===== src/logic/cfc_pkg.sv =====
// Shared constants and types for the carriage form control block
package cfc_pkg;
  localparam int NSK = 11;
  localparam int NHOLE = 12;
  localparam int NST = 4;
  localparam int CH_HOME = 0;
  localparam int CH_OVF = 11;
  localparam logic [NSK-1:0] BASE_CH_MASK = 11'h03F;
  localparam int DW = 32;
  localparam int AW = 3;
  localparam logic [AW-1:0] A_CTRL = 3'h0;
  localparam logic [AW-1:0] A_STAT = 3'h1;
  localparam logic [AW-1:0] A_MASK = 3'h2;
  localparam logic [AW-1:0] A_STATE = 3'h3;
  localparam logic [AW-1:0] A_SKIP = 3'h4;
  localparam int C_SPC = 0;
  localparam int C_EXT = 2;
  localparam int C_SEQ = 3;
  localparam logic [1:0] SPC_RST = 2'h1;
  localparam logic EXT_RST = 1'b0;
  localparam logic [1:0] SEQ_RST = 2'h0;
  localparam logic [NST-1:0] MASK_RST = 4'h0;
  localparam int ST_OVF = 0;
  localparam int ST_SKIP = 1;
  localparam int ST_LINE = 2;
  localparam int ST_STOP = 3;
  localparam int F_PEND = 0;
  localparam int F_READY = 11;
  localparam int F_FEED = 12;
  localparam int F_LINE = 13;
  localparam int P_SKIP = 0;
  localparam int P_HOLE = 11;
  localparam int P_REST = 23;
  localparam int P_STOP = 24;
  localparam int P_RPT = 25;
  localparam int P_STRT = 26;
  localparam int P_CLU = 27;
  localparam int P_PCMD = 28;
  localparam int P_STEP = 29;
  localparam int P_DONE = 30;
  localparam int P_ERR = 31;
  localparam int P_FMT = 32;
  localparam int PIN_W = 36;
  typedef enum logic [2:0] {
    S_IDLE, S_PRESKIP, S_SPACE, S_PRINT, S_POSTSKIP, S_RESTORE
  } cfc_state_t;
endpackage


===== src/logic/cfc_pend_if.sv =====
// Pending skip flag bundle between sequencer and flag store
`timescale 1ns/1ps
interface cfc_pend_if;
  logic [cfc_pkg::NSK-1:0] set;
  logic [cfc_pkg::NSK-1:0] hole;
  logic [cfc_pkg::NSK-1:0] pend;
  logic flush;
  logic any;
  modport owner (input set, input hole, input flush, output pend,
    output any);
  modport user (output set, output hole, output flush, input pend,
    input any);
endinterface


===== src/logic/cfc_sync.sv =====
// Two-stage synchroniser for asynchronous pins
`timescale 1ns/1ps
module cfc_sync #(
  parameter int W = 1
) (
  input wire logic clk,
  input wire logic rst_b,
  input wire logic [W-1:0] d,
  output logic [W-1:0] sync_q
);
  logic [W-1:0] meta_q;

  always_ff @(posedge clk or negedge rst_b) begin
    if (!rst_b) begin
      meta_q <= '0;
      sync_q <= '0;
    end else begin
      meta_q <= d;
      sync_q <= meta_q;
    end
  end
endmodule


===== src/logic/cfc_pend.sv =====
// Per-channel pending skip flags
`timescale 1ns/1ps
module cfc_pend (
  input wire logic clk,
  input wire logic rst_b,
  cfc_pend_if.owner p
);
  import cfc_pkg::*;
  logic [NSK-1:0] flag_q;

  always_ff @(posedge clk or negedge rst_b) begin
    if (!rst_b) begin
      flag_q <= '0;
    end else if (p.flush) begin
      flag_q <= '0;
    end else begin
      flag_q <= (flag_q & ~p.hole) | p.set;
    end
  end

  assign p.pend = flag_q;
  assign p.any = |flag_q;
endmodule


===== src/logic/cfc_top.sv =====
// Carriage form control: skip, spacing, overflow and operator keys
//
// Summary of operation
// - Restore with tractor free returns tape home, acting on key release.
// - Stop halts carriage at once; printing halts after current line.
// - Each reprint press starts exactly one print cycle from buffer.
// - Reprint clears ready; only start control sets ready again.
// - After error stop, reprint prints next sequence line, then wraps.
// - Skip feeds until its channel hole; channels 7-11 optional.
// - Skip before print command precedes print; later skips follow it.
// - Several skips: no precedence, feed until every channel sensed.
// - Channel 12 hole during analysis emits an overflow pulse.
// - Overflow line still prints; only the next cycle is affected.
// - Spacing selection advances zero, one, two or three lines.
// - Selected spacing happens once just before each line prints.
// - Skips come from analyzer outputs or processor impulses.
//
// Our own choices: the register offsets and the Avalon-MM interface to the registers.
`timescale 1ns/1ps
module cfc_top (
  input wire logic clk,
  input wire logic rst_b,
  input wire logic [cfc_pkg::AW-1:0] avs_address,
  input wire logic avs_read,
  input wire logic avs_write,
  input wire logic [cfc_pkg::DW-1:0] avs_writedata,
  output logic [cfc_pkg::DW-1:0] avs_readdata,
  output logic avs_waitrequest,
  input wire logic [cfc_pkg::NSK-1:0] skip_channel_request,
  input wire logic [cfc_pkg::NHOLE-1:0] tape_hole,
  input wire logic restore_key,
  input wire logic stop_key,
  input wire logic reprint_key,
  input wire logic start_key,
  input wire logic clutch_disengaged,
  input wire logic print_cmd,
  input wire logic feed_step,
  input wire logic print_line_done,
  input wire logic error_stop,
  input wire logic [3:0] format_analyzer_outputs,
  output logic feed_motor,
  output logic print_start,
  output logic overflow_pulse,
  output logic printer_ready,
  output logic [1:0] multi_line_sequence_line,
  output logic irq
);
  import cfc_pkg::*;

  logic [PIN_W-1:0] raw;
  logic [PIN_W-1:0] syn;
  logic [PIN_W-1:0] prev_q;
  logic [PIN_W-1:0] rise;
  logic [PIN_W-1:0] fall;
  logic [NHOLE-1:0] hole_r;
  logic [NSK-1:0] req;
  logic [NSK-1:0] sw_skip;
  logic [NSK-1:0] ch_mask;
  cfc_state_t state_q;
  logic stop_go;
  logic restore_go;
  logic print_go;
  logic rpt_go;
  logic pre_phase;
  logic run_q;
  logic manual_q;
  logic more_q;
  logic stop_q;
  logic [1:0] line_q;
  logic [1:0] seq_line_q;
  logic [1:0] sp_need_q;
  logic [1:0] sp_cnt_q;
  logic [1:0] sp_sel;
  logic feed_want;
  logic feed_q;
  logic pstart_q;
  logic ovf_q;
  logic ready_q;
  logic pre_any_q;
  logic post_any_q;
  logic [1:0] spc_def_q;
  logic ext_q;
  logic [1:0] seq_last_q;
  logic [NST-1:0] stat_q;
  logic [NST-1:0] mask_q;
  logic [NST-1:0] stat_set;
  logic [NST-1:0] stat_clr;
  logic irq_q;
  logic wait_q;
  logic [DW-1:0] rdata_q;
  logic [DW-1:0] rd_mux;
  logic bus_req;
  logic bus_done;
  logic wr_go;

  cfc_pend_if pre_if ();
  cfc_pend_if post_if ();

  assign raw = {format_analyzer_outputs, error_stop, print_line_done,
    feed_step, print_cmd, clutch_disengaged, start_key, reprint_key,
    stop_key, restore_key, tape_hole, skip_channel_request};

  cfc_sync #(.W(PIN_W)) u_sync (
    .clk(clk),
    .rst_b(rst_b),
    .d(raw),
    .sync_q(syn)
  );

  always_ff @(posedge clk or negedge rst_b) begin
    if (!rst_b) begin
      prev_q <= '0;
    end else begin
      prev_q <= syn;
    end
  end

  assign rise = syn & ~prev_q;
  assign fall = ~syn & prev_q;
  assign hole_r = rise[P_HOLE +: NHOLE];
  assign stop_go = rise[P_STOP];
  // act on key release, tractor disengaged
  assign restore_go = fall[P_REST] & syn[P_CLU];
  assign print_go = rise[P_PCMD] & ready_q;
  assign rpt_go = rise[P_RPT];

  // channels 7-11 only with extension enabled
  assign ch_mask = ext_q ? {NSK{1'b1}} : BASE_CH_MASK;
  // pins and processor writes both request skips
  assign req = (rise[P_SKIP +: NSK] | sw_skip) & ch_mask;

  // requests during a print cycle are deferred past printing
  assign pre_phase = (state_q == S_IDLE) || (state_q == S_PRESKIP) ||
    (state_q == S_RESTORE);
  assign pre_if.set = pre_phase ? req : '0;
  assign post_if.set = pre_phase ? '0 : req;
  // every sensed channel retires only its own flag
  assign pre_if.hole = (state_q == S_PRESKIP) ? hole_r[NSK-1:0] : '0;
  assign post_if.hole = (state_q == S_POSTSKIP) ? hole_r[NSK-1:0] : '0;
  assign pre_if.flush = stop_go;
  assign post_if.flush = stop_go;

  cfc_pend u_pre (.clk(clk), .rst_b(rst_b), .p(pre_if));
  cfc_pend u_post (.clk(clk), .rst_b(rst_b), .p(post_if));

  always_comb begin
    if (syn[P_FMT+3]) begin
      sp_sel = 2'h0;
    end else if (syn[P_FMT+2]) begin
      sp_sel = 2'h3;
    end else if (syn[P_FMT+1]) begin
      sp_sel = 2'h2;
    end else if (syn[P_FMT]) begin
      sp_sel = 2'h1;
    end else begin
      sp_sel = spc_def_q;
    end
  end

  // Print requests wait in run_q until a cycle starts
  always_ff @(posedge clk or negedge rst_b) begin
    if (!rst_b) begin
      run_q <= 1'b0;
      manual_q <= 1'b0;
    end else begin
      // one reprint press, one pending cycle
      run_q <= (run_q & (state_q != S_SPACE) & ~stop_go) | print_go |
        rpt_go;
      if (rpt_go) begin
        manual_q <= 1'b1;
      end else if (print_go) begin
        manual_q <= 1'b0;
      end
    end
  end

  // Main sequencing
  always_ff @(posedge clk or negedge rst_b) begin
    if (!rst_b) begin
      state_q <= S_IDLE;
      sp_need_q <= 2'h0;
      sp_cnt_q <= 2'h0;
      line_q <= 2'h0;
      seq_line_q <= 2'h0;
      more_q <= 1'b0;
      stop_q <= 1'b0;
    end else begin
      if (print_go) begin
        line_q <= 2'h0;
      end
      if (stop_go) begin
        stop_q <= 1'b1;
        more_q <= 1'b0;
      end
      case (state_q)
        S_IDLE: begin
          stop_q <= 1'b0;
          if (restore_go) begin
            state_q <= S_RESTORE;
          end else if (pre_if.any) begin
            state_q <= S_PRESKIP;
          end else if (run_q) begin
            state_q <= S_SPACE;
            sp_need_q <= sp_sel;
            sp_cnt_q <= 2'h0;
          end
        end
        S_PRESKIP: begin
          if (stop_go || !pre_if.any) begin
            state_q <= S_IDLE;
          end
        end
        S_SPACE: begin
          if (stop_go) begin
            state_q <= S_IDLE;
          end else if (sp_cnt_q == sp_need_q) begin
            state_q <= S_PRINT;
            seq_line_q <= line_q;
          end else if (rise[P_STEP]) begin
            sp_cnt_q <= sp_cnt_q + 2'h1;
          end
        end
        S_PRINT: begin
          // the line in progress always completes
          // overflow never cuts the current line short
          if (rise[P_DONE]) begin
            state_q <= S_POSTSKIP;
            // advance through the sequence, wrap after last
            line_q <= (line_q == seq_last_q) ? 2'h0 : line_q + 2'h1;
            more_q <= ~manual_q & ~syn[P_ERR] & ~stop_q & ~stop_go &
              (line_q != seq_last_q);
          end
        end
        S_POSTSKIP: begin
          if (stop_q || stop_go) begin
            state_q <= S_IDLE;
          end else if (!post_if.any) begin
            if (more_q) begin
              state_q <= S_SPACE;
              sp_need_q <= sp_sel;
              sp_cnt_q <= 2'h0;
            end else begin
              state_q <= S_IDLE;
            end
          end
        end
        S_RESTORE: begin
          if (stop_go || hole_r[CH_HOME]) begin
            state_q <= S_IDLE;
          end
        end
        default: begin
          state_q <= S_IDLE;
        end
      endcase
    end
  end

  // feed while any active flag stands
  always_comb begin
    case (state_q)
      S_PRESKIP: feed_want = pre_if.any;
      S_POSTSKIP: feed_want = post_if.any & ~stop_q;
      S_SPACE: feed_want = sp_cnt_q != sp_need_q;
      S_RESTORE: feed_want = 1'b1;
      S_IDLE: feed_want = syn[P_REST] & ~syn[P_CLU];
      default: feed_want = 1'b0;
    endcase
  end

  // Carriage and print outputs
  always_ff @(posedge clk or negedge rst_b) begin
    if (!rst_b) begin
      feed_q <= 1'b0;
      pstart_q <= 1'b0;
      ovf_q <= 1'b0;
    end else begin
      // motor off on the edge after stop
      feed_q <= feed_want & ~stop_go;
      pstart_q <= (state_q == S_SPACE) & ~stop_go &
        (sp_cnt_q == sp_need_q);
      ovf_q <= (state_q == S_SPACE) & hole_r[CH_OVF];
    end
  end

  // ready cleared by reprint or stop, set by start
  always_ff @(posedge clk or negedge rst_b) begin
    if (!rst_b) begin
      ready_q <= 1'b0;
    end else if (rise[P_STRT]) begin
      ready_q <= 1'b1;
    end else if (rpt_go || stop_go) begin
      ready_q <= 1'b0;
    end
  end

  always_ff @(posedge clk or negedge rst_b) begin
    if (!rst_b) begin
      pre_any_q <= 1'b0;
      post_any_q <= 1'b0;
    end else begin
      pre_any_q <= pre_if.any;
      post_any_q <= post_if.any;
    end
  end

  assign stat_set[ST_OVF] = ovf_q;
  assign stat_set[ST_SKIP] = (pre_any_q & ~pre_if.any) |
    (post_any_q & ~post_if.any);
  assign stat_set[ST_LINE] = (state_q == S_PRINT) & rise[P_DONE];
  assign stat_set[ST_STOP] = stop_go;

  // Avalon slave: one wait cycle per access
  assign bus_req = avs_read | avs_write;
  assign bus_done = bus_req & ~wait_q;
  assign wr_go = bus_done & avs_write;
  assign stat_clr = (bus_done && avs_read && avs_address == A_STAT) ?
    rdata_q[NST-1:0] : '0;
  assign sw_skip = (wr_go && avs_address == A_SKIP) ?
    avs_writedata[NSK-1:0] : '0;

  always_comb begin
    rd_mux = '0;
    case (avs_address)
      A_CTRL: begin
        rd_mux[C_SPC +: 2] = spc_def_q;
        rd_mux[C_EXT] = ext_q;
        rd_mux[C_SEQ +: 2] = seq_last_q;
      end
      A_STAT: rd_mux[NST-1:0] = stat_q;
      A_MASK: rd_mux[NST-1:0] = mask_q;
      A_STATE: begin
        rd_mux[F_PEND +: NSK] = pre_if.pend | post_if.pend;
        rd_mux[F_READY] = ready_q;
        rd_mux[F_FEED] = feed_q;
        rd_mux[F_LINE +: 2] = line_q;
      end
      default: rd_mux = '0;
    endcase
  end

  always_ff @(posedge clk or negedge rst_b) begin
    if (!rst_b) begin
      wait_q <= 1'b1;
      rdata_q <= '0;
    end else begin
      wait_q <= ~(bus_req & wait_q);
      if (avs_read && wait_q) begin
        rdata_q <= rd_mux;
      end
    end
  end

  always_ff @(posedge clk or negedge rst_b) begin
    if (!rst_b) begin
      spc_def_q <= SPC_RST;
      ext_q <= EXT_RST;
      seq_last_q <= SEQ_RST;
      mask_q <= MASK_RST;
    end else if (wr_go && avs_address == A_CTRL) begin
      spc_def_q <= avs_writedata[C_SPC +: 2];
      ext_q <= avs_writedata[C_EXT];
      seq_last_q <= avs_writedata[C_SEQ +: 2];
    end else if (wr_go && avs_address == A_MASK) begin
      mask_q <= avs_writedata[NST-1:0];
    end
  end

  // Sticky status, set wins over read clear
  always_ff @(posedge clk or negedge rst_b) begin
    if (!rst_b) begin
      stat_q <= '0;
      irq_q <= 1'b0;
    end else begin
      stat_q <= (stat_q & ~stat_clr) | stat_set;
      irq_q <= |(stat_q & mask_q);
    end
  end

  assign avs_readdata = rdata_q;
  assign avs_waitrequest = wait_q;
  assign feed_motor = feed_q;
  assign print_start = pstart_q;
  assign overflow_pulse = ovf_q;
  assign printer_ready = ready_q;
  assign multi_line_sequence_line = seq_line_q;
  assign irq = irq_q;
endmodule


===== config.mk =====
export PLATFORM = sky130hd
export DESIGN_NAME = cfc_top
export DESIGN_NICKNAME = d
export VERILOG_FILES = /design/src/logic/cfc_pkg.sv /design/src/logic/cfc_pend_if.sv /design/src/logic/cfc_sync.sv /design/src/logic/cfc_pend.sv /design/src/logic/cfc_top.sv
export SDC_FILE = /design/constraint.sdc
export NUM_CORES = 1
export LEC_CHECK = 0
export BUFFER_PORTS_ARGS = -buffer_cell sky130_fd_sc_hd__buf_2
export CAP_MARGIN = 10
export CORE_ASPECT_RATIO = 1.25
export CORE_MARGIN = 2
export CORE_UTILIZATION = 40
export CTS_BUF_LIST = sky130_fd_sc_hd__clkbuf_8
export CTS_CLUSTER_DIAMETER = 120
export DETAILED_ROUTE_END_ITERATION = 12
export SETUP_SLACK_MARGIN = 0.02
export SYNTH_ARGS = -nofsm -noshare
export SYNTH_HDL_FRONTEND = slang
export SYNTH_SLANG_ARGS = --single-unit
export TNS_END_PERCENT = 1

===== constraint.sdc =====
create_clock -name clk -period 2.15 [get_ports clk]
set_clock_uncertainty 0.2 [all_clocks]
set_input_delay 0 -clock clk [delete_from_list [all_inputs] [get_ports clk]]
set_output_delay 0 -clock clk [all_outputs]
set_load 0.02 [all_outputs]

==> metrics.txt, run 1 <==
Cell Area, Placed=0.00714 sq mm; Hold Path Origin=u_sync.meta_q[17]$_DFF_PN0_; status=complete, but fails checks; most frequent cells in the layout=173 x dfrtp_1, 95 x dlygate4sd3_1, 75 x buf_2; Slew Limit Headroom=0.560; Max Buffers Root-to-Sink=2; H-tree depth=4; die footprint=0.0170 sq mm; Clock transition at path regs=90 ps; reg2reg path depth=5; EDFF count, synth=0; Hold Path Class=flip-flop to flip-flop; final setup margin=-140 ps; Yosys top cell by area=dfrtp_1; Core Rows=51; final antenna-violating net count=0; DP HPWL=9430 microns; Clk pwr share=0.267; first-pass GRT wire length=22900 microns; RSZ-0062 raised after global routing=true; failing checks=setup timing; synthesized area=0.00637 sq mm; Logic pwr share=0.270; initial core utilization=0.409; Synth Area per Inst=12.5 sq um; Critical Path Most Common Cell=a22o_1; Core Box Area=0.0156 sq mm; Max IR drop VDD=382 uV; Net Sw Power=2.79 mW; top-area cell type share of the netlist area=0.679; Slew @ Worst Pin=659 ps; sequential share of the synthesized area=0.688; Max Clock Freq=0.437 GHz; CTS tree=done; initial antenna violation count=0; critical path arrival=2440 ps; Pwr Total=8.87 mW; P_int=6.08 mW; # diodes=0; critical-path cell list=nor4_4, nand4_1, a22o_1, or4_1, a22o_1; post-DR wirelength/cell=14.5 microns; Layout fillers=1346; Yosys warnings=0; critical path class=flip-flop to flip-flop; critical path fanouts, max=3; maxcap violations=0; die extent in y=145 microns; Critical Path RT=2300 ps; port bufs=76; Die W=117 microns; WL final=13600 microns; slowest cell on the critical path=or4_1; via count=4477; # IOs=115; Tcrit/Tclk final=1.07; pin count of the biggest net entering global routing=61; most common cell after layout, fill and taps aside=dfrtp_1; LEAKAGE=3.97 nW; Seq pwr share=0.463; DR iter-0 viols=195; worst setup path startpoint=u_pre.p.pend[3]$_DFF_PN0_; Vias per Instance=4.76; PD cells=1030 mW/mm^2; total CTS buffers=17; Worst setup EP type=flip-flop; total track usage=0.174; WHS=149 ps; worst r2r src=u_pre.p.pend[3]$_DFF_PN0_; Root Driver=clkbuf_8; Pre-Repair DR Iteration Count=4; FFs w/ async S/R, synth=1.00; Area contributors post-synth=dfrtp_1 68%, o21ai_0 3.8%, nand2_1 2.3%; Post-Syn Instances=508; Final Critical Period=2290 ps; startpoint types=flip-flop; ys flop type=dfrtp_1; Multi-input gate area=0.00186 sq mm; Total Nets Final=790; distinct cell type count after synthesis=51; Final GP Congestion=0.913; Reg area=0.00438 sq mm; sw frac=0.315; register bit total from synthesis=175; Overflow after GRT=0; Final Instance Area=0.00858 sq mm; Clock Latency Late Sink=460 ps; share of layout cells above drive strength 1=0.229; Hold Crit Depth=0; Hold Vio Cnt, Final=0; DRC viols=0; CP peak stage delay=520 ps; vias in the first global route=4635; max-slew violations=0; clock tree sinks=175; Area Growth Syn to Fin=34.7%; final setup fails=2
==> flip-flops by register name (all words and copies together) (netlist names), 2 cells and up <==
register	flops
spc_def_q	2
stat_q	4
prev_q	30
line_q	2
seq_last_q	2
avs_readdata	15
state_q	3
multi_line_sequence_line	2
mask_q	4
u_pre.p.pend	11
u_post.p.pend	11
sp_cnt_q	2
u_sync.sync_q	36
u_sync.meta_q	36
sp_need_q	2
==> cell usage after synthesis, drive strengths merged (2+ instances only) <==
library cell and n:
a21oi 24, a22o 8, a22oi 3, a31oi 2
buf 19, clkbuf 13, dfrtp 173, dfstp 2
inv 10, mux2 11, mux2i 5, nand2 39
nand2b 22, nand3 7, nand3b 5, nand4 2
nor2 31, nor2b 17, nor3 5, nor3b 6
nor4 5, o21a 16, o21ai 49, o22ai 5
o41ai 2, or3 3, xnor2 2, xor2 2
==> metal layers <==
metal  global-route usage  part of all wire  up-vias
met5                    0                 0        -
li1                     -                 -     2130
met3               0.0422             0.040       31
met4               0.0771             0.028        0
met1                0.220              0.43     2196
met2                0.283              0.50      120
==> power groups by stage <==
stage | sequential, mW | clock, mW | combinational (mW)
floorplan | 4.10 | 0 | 1.32
global placement | 4.13 | 0 | 2.10
detailed placement | 4.17 | 0 | 2.14
CTS | 4.10 | 2.44 | 2.32
global route | 4.17 | 2.58 | 2.65
finish | 4.11 | 2.36 | 2.40
==> worst max-delay path: cells and delay by family, from the launching register on <==
family	cells	cell delay [ps]
simple gates	3	1040
compound gates	2	510
flops	1	430
==> per-stage QoR <==
stage	instances	TNS, ps	utilization	worst slack [ps]
6_report	940	-179	0.551	-140
5_1_grt	940	-385	0.551	-203
4_1_cts	938	-222	0.549	-156
3_5_place_dp	809	-283	0.459	-200
3_3_place_gp	809	-245	0.459	-184
2_1_floorplan	524	0	-	25.9
==> layout make-up <==
class                      instances  area share
multi-input combinational        307       0.216
clock buffer                      17      0.0273
timing repair buffer             204       0.189
tap                              212      0.0309
clock inverter                    15      0.0214
sequential                       175       0.511
inverter                          10     0.00437
==> repair_timing <==
action / CTS / global route
resized for setup: 1 / 6
pin swaps: 6 / 4
hold endpoints to repair: 262 / 0
hold buffers: 96 / 0
cloned: 0 / 0
setup endpoints to repair: 2 / 10
buffers inserted: 1 / 2
==> logic make-up (layout without fill, tap and decap cells) <==
family | count (synthesis) | after routing | synth area share
AO/OA/AOI/OAI | 120 | 120 | 0.115
XOR/XNOR | 4 | 4 | 0.00550
buffers and inverters | 42 | 246 | 0.0351
flip-flops | 175 | 175 | 0.688
multiplexers | 17 | 17 | 0.0308
other | 1 | 17 | 0.000588
AND/OR/NAND/NOR | 149 | 149 | 0.126
==> path summary, 6_finish.rpt <==
| path | end | slack, ps |
|---|---|---|
| setup / recovery | sp_cnt_q[1]$_DFFE_PN0P_ | -140 |
| hold / removal | u_sync.sync_q[17]$_DFF_PN0_ | 150 |
| setup reg to reg | sp_cnt_q[1]$_DFFE_PN0P_ | -140 |
| hold reg to reg | u_sync.sync_q[17]$_DFF_PN0_ | 150 |
| max in group asynchronous | avs_waitrequest$_DFF_PN1_ | 960 |
| min in group asynchronous | u_sync.meta_q[9]$_DFF_PN0_ | 430 |
(Power assumes the default switching activity.)
==> run 2, diff against run 1 <==
--- a/config.mk
+++ b/config.mk
@@ -13,6 +13,7 @@
 export CTS_BUF_LIST = sky130_fd_sc_hd__clkbuf_8
 export CTS_CLUSTER_DIAMETER = 120
 export DETAILED_ROUTE_END_ITERATION = 12
+export MAX_ROUTING_LAYER = met4
 export SETUP_SLACK_MARGIN = 0.02
 export SYNTH_ARGS = -nofsm -noshare
 export SYNTH_HDL_FRONTEND = slang
==> run 2 against run 1 <==
  * Count of clock-buffer cells in the layout is 3 higher
  * Worst hold slack got worse by 9.9 ps
  * The run still ends with setup timing left
  * Register-to-register slack about the same
  * Total power is 0.97% lower
  * First-iteration DRC count is 14% higher
  * Sequential cell count unchanged
==> metrics.txt, run 2 (synthesis gave the netlist of run 1 again) <==
status=complete, but fails checks (unchanged); failing checks=setup timing (unchanged); Vias per Instance=4.84 (was 4.76); Area Growth Syn to Fin=34.8% (was 34.7%); # IOs=115 (unchanged); max-slew violations=0 (unchanged); maxcap violations=0 (unchanged); via count=4567 (was 4477); CP peak stage delay=530 ps (was 520 ps); slowest cell on the critical path=or4_4 (was or4_1); LEAKAGE=3.97 nW (about the same); final setup fails=2 (unchanged); RSZ-0062 raised after global routing=true (unchanged); most frequent cells in the layout=173 x dfrtp_1, 95 x dlygate4sd3_1, 75 x buf_2 (unchanged); critical-path cell list=nor4_4, nand4_1, a22o_1, or4_4, a22o_1 (was nor4_4, nand4_1, a22o_1, or4_1, a22o_1); PD cells=1020 mW/mm^2 (was 1030 mW/mm^2); DR iter-0 viols=222 (was 195); Slew @ Worst Pin=644 ps (was 659 ps); Max IR drop VDD=467 uV (was 382 uV); initial antenna violation count=0 (unchanged); total track usage=0.181 (was 0.174); Root Driver=clkbuf_8 (unchanged); Total Nets Final=795 (was 790); Worst setup EP type=flip-flop (unchanged); Max Clock Freq=0.437 GHz (about the same); Layout fillers=1405 (was 1346); total CTS buffers=17 (unchanged); Critical Path Most Common Cell=a22o_1 (unchanged); final antenna-violating net count=0 (unchanged); Buf/Inv on CP=0 (unchanged); vias in the first global route=4789 (was 4635); most common cell after layout, fill and taps aside=dfrtp_1 (unchanged); DRC viols=0 (unchanged); Tcrit/Tclk final=1.06 (was 1.07); DP HPWL=9630 microns (was 9430 microns); Hold Path Class=flip-flop to flip-flop (unchanged); clock tree sinks=175 (unchanged); Core Box Area=0.0156 sq mm (unchanged); Final Critical Period=2290 ps (about the same); Multi-input gate area=0.00188 sq mm (was 0.00186 sq mm); Hold Path Origin=u_sync.meta_q[5]$_DFF_PN0_ (was u_sync.meta_q[17]$_DFF_PN0_); # diodes=0 (unchanged); critical path class=flip-flop to flip-flop (unchanged); Slew Limit Headroom=0.571 (was 0.560); share of layout cells above drive strength 1=0.232 (was 0.229); initial core utilization=0.409 (unchanged); Clock transition at path regs=90 ps (about the same); Final GP Congestion=0.925 (was 0.913); Max Buffers Root-to-Sink=2 (unchanged); worst setup path startpoint=u_pre.p.pend[7]$_DFF_PN0_ (was u_pre.p.pend[3]$_DFF_PN0_); WL final=14000 microns (was 13600 microns); Reg area=0.00438 sq mm (unchanged); port bufs=76 (unchanged); worst r2r src=u_pre.p.pend[7]$_DFF_PN0_ (was u_pre.p.pend[3]$_DFF_PN0_); CP top delay family=simple AND/OR/NAND/NOR gates (unchanged); Finished Layout Cells=944 (was 940); Overflow after GRT=0 (unchanged); H-tree depth=4 (unchanged); critical path arrival=2430 ps (was 2440 ps); Critical Path RT=2290 ps (was 2300 ps); Largest regs=u_sync.meta_q (36), u_sync.sync_q (36), prev_q (30) (unchanged); critical path fanouts, max=3 (unchanged); Clock Latency Late Sink=450 ps (was 460 ps); first-pass GRT wire length=22700 microns (was 22900 microns); CTS tree=done (unchanged); die extent in y=145 microns (unchanged); Hold Vio Cnt, Final=0 (unchanged); Die W=117 microns (unchanged); Core Rows=51 (unchanged); pin count of the biggest net entering global routing=57 (was 61); startpoint types=flip-flop (unchanged); die footprint=0.0170 sq mm (unchanged); final setup margin=-137 ps (was -140 ps); Placed Cells=810 (was 809); post-DR wirelength/cell=14.8 microns (was 14.5 microns); Pre-Repair DR Iteration Count=4 (unchanged); WHS=139 ps (was 149 ps)
==> run 2: cell count changes in the layout (fill, tap and decap cells not counted), moves of 2 or more <==
cell / delta
buf_6: +4
clkbuf_8: +3
inv_6: -3
buf_4: +2
bufinv_16: -2
inv_1: +2
==> run 2: repair_timing <==
item / in CTS / in global routing
hold buffers: 95 / 0
pin swaps: 7 / 4
setup endpoints to repair: 2 / 13
gates resized for setup: 9 / 5
gates cloned: 0 / 0
endpoints found under the hold margin: 262 / 0
setup buffers: 8 / 0
==> run 2: final timing paths <==
| path | to | slack [ps] | cells after the start |
|---|---|---|---|
| max | sp_cnt_q[1]$_DFFE_PN0P_ | -140 | 5 |
| min | u_sync.sync_q[5]$_DFF_PN0_ | 140 | 0 |
| max reg2reg | sp_cnt_q[1]$_DFFE_PN0P_ | -140 | 5 |
| min reg2reg | u_sync.sync_q[5]$_DFF_PN0_ | 140 | 0 |
| max in group asynchronous | spc_def_q[0]$_DFFE_PN1P_ | 630 | 4 |
| min in group asynchronous | u_sync.meta_q[6]$_DFF_PN0_ | 390 | 3 |
==> run 2: area by class of cell <==
| class | instances | area share |
|---|---|---|
| inverter | 10 | 0.00437 |
| tap | 212 | 0.0309 |
| timing repair buffer | 209 | 0.194 |
| sequential | 175 | 0.510 |
| clock buffer | 20 | 0.0320 |
| multi-input combinational | 307 | 0.218 |
| clock inverter | 11 | 0.0108 |
==> run 2: stage by stage <==
| stage | area, sq um | power [mW] | utilization | setup slack (ps) | TNS (ps) |
|---|---|---|---|---|---|
| finish | 8590 | 8.78 | 0.552 | -137 | -141 |
| global placement | 7150 | 6.27 | 0.459 | -112 | -112 |
| CTS | 8570 | 8.77 | 0.550 | -117 | -117 |
| floorplan | 6430 | 5.43 | - | 25.9 | 0 |
| global route | 8590 | 9.27 | 0.552 | -186 | -449 |
| detailed placement | 7150 | 6.36 | 0.459 | -168 | -179 |
==> run 2: layer usage <==
metal / vias to the layer above / track usage / part of all wire
li1: 2143 / - / -
met1: 2245 / 0.212 / 0.42
met2: 142 / 0.285 / 0.50
met3: 37 / 0.0447 / 0.042
met4: 0 / 0.0982 / 0.039
met5: - / - / 0
==> run 2: worst reg2reg max path: cells and delay by family (launching register included) <==
family | cells | cell delay [ps]
flops | 1 | 440
compound gates | 2 | 520
simple gates | 3 | 1030
==> run 2: where the power goes <==
group | internal (mW) | switching [mW] | leakage, nW
Sequential | 3.74 | 0.365 | 2.13
Clock | 0.991 | 1.11 | 0.189
Combinational | 1.24 | 1.34 | 1.65
Total | 5.97 | 2.81 | 3.97
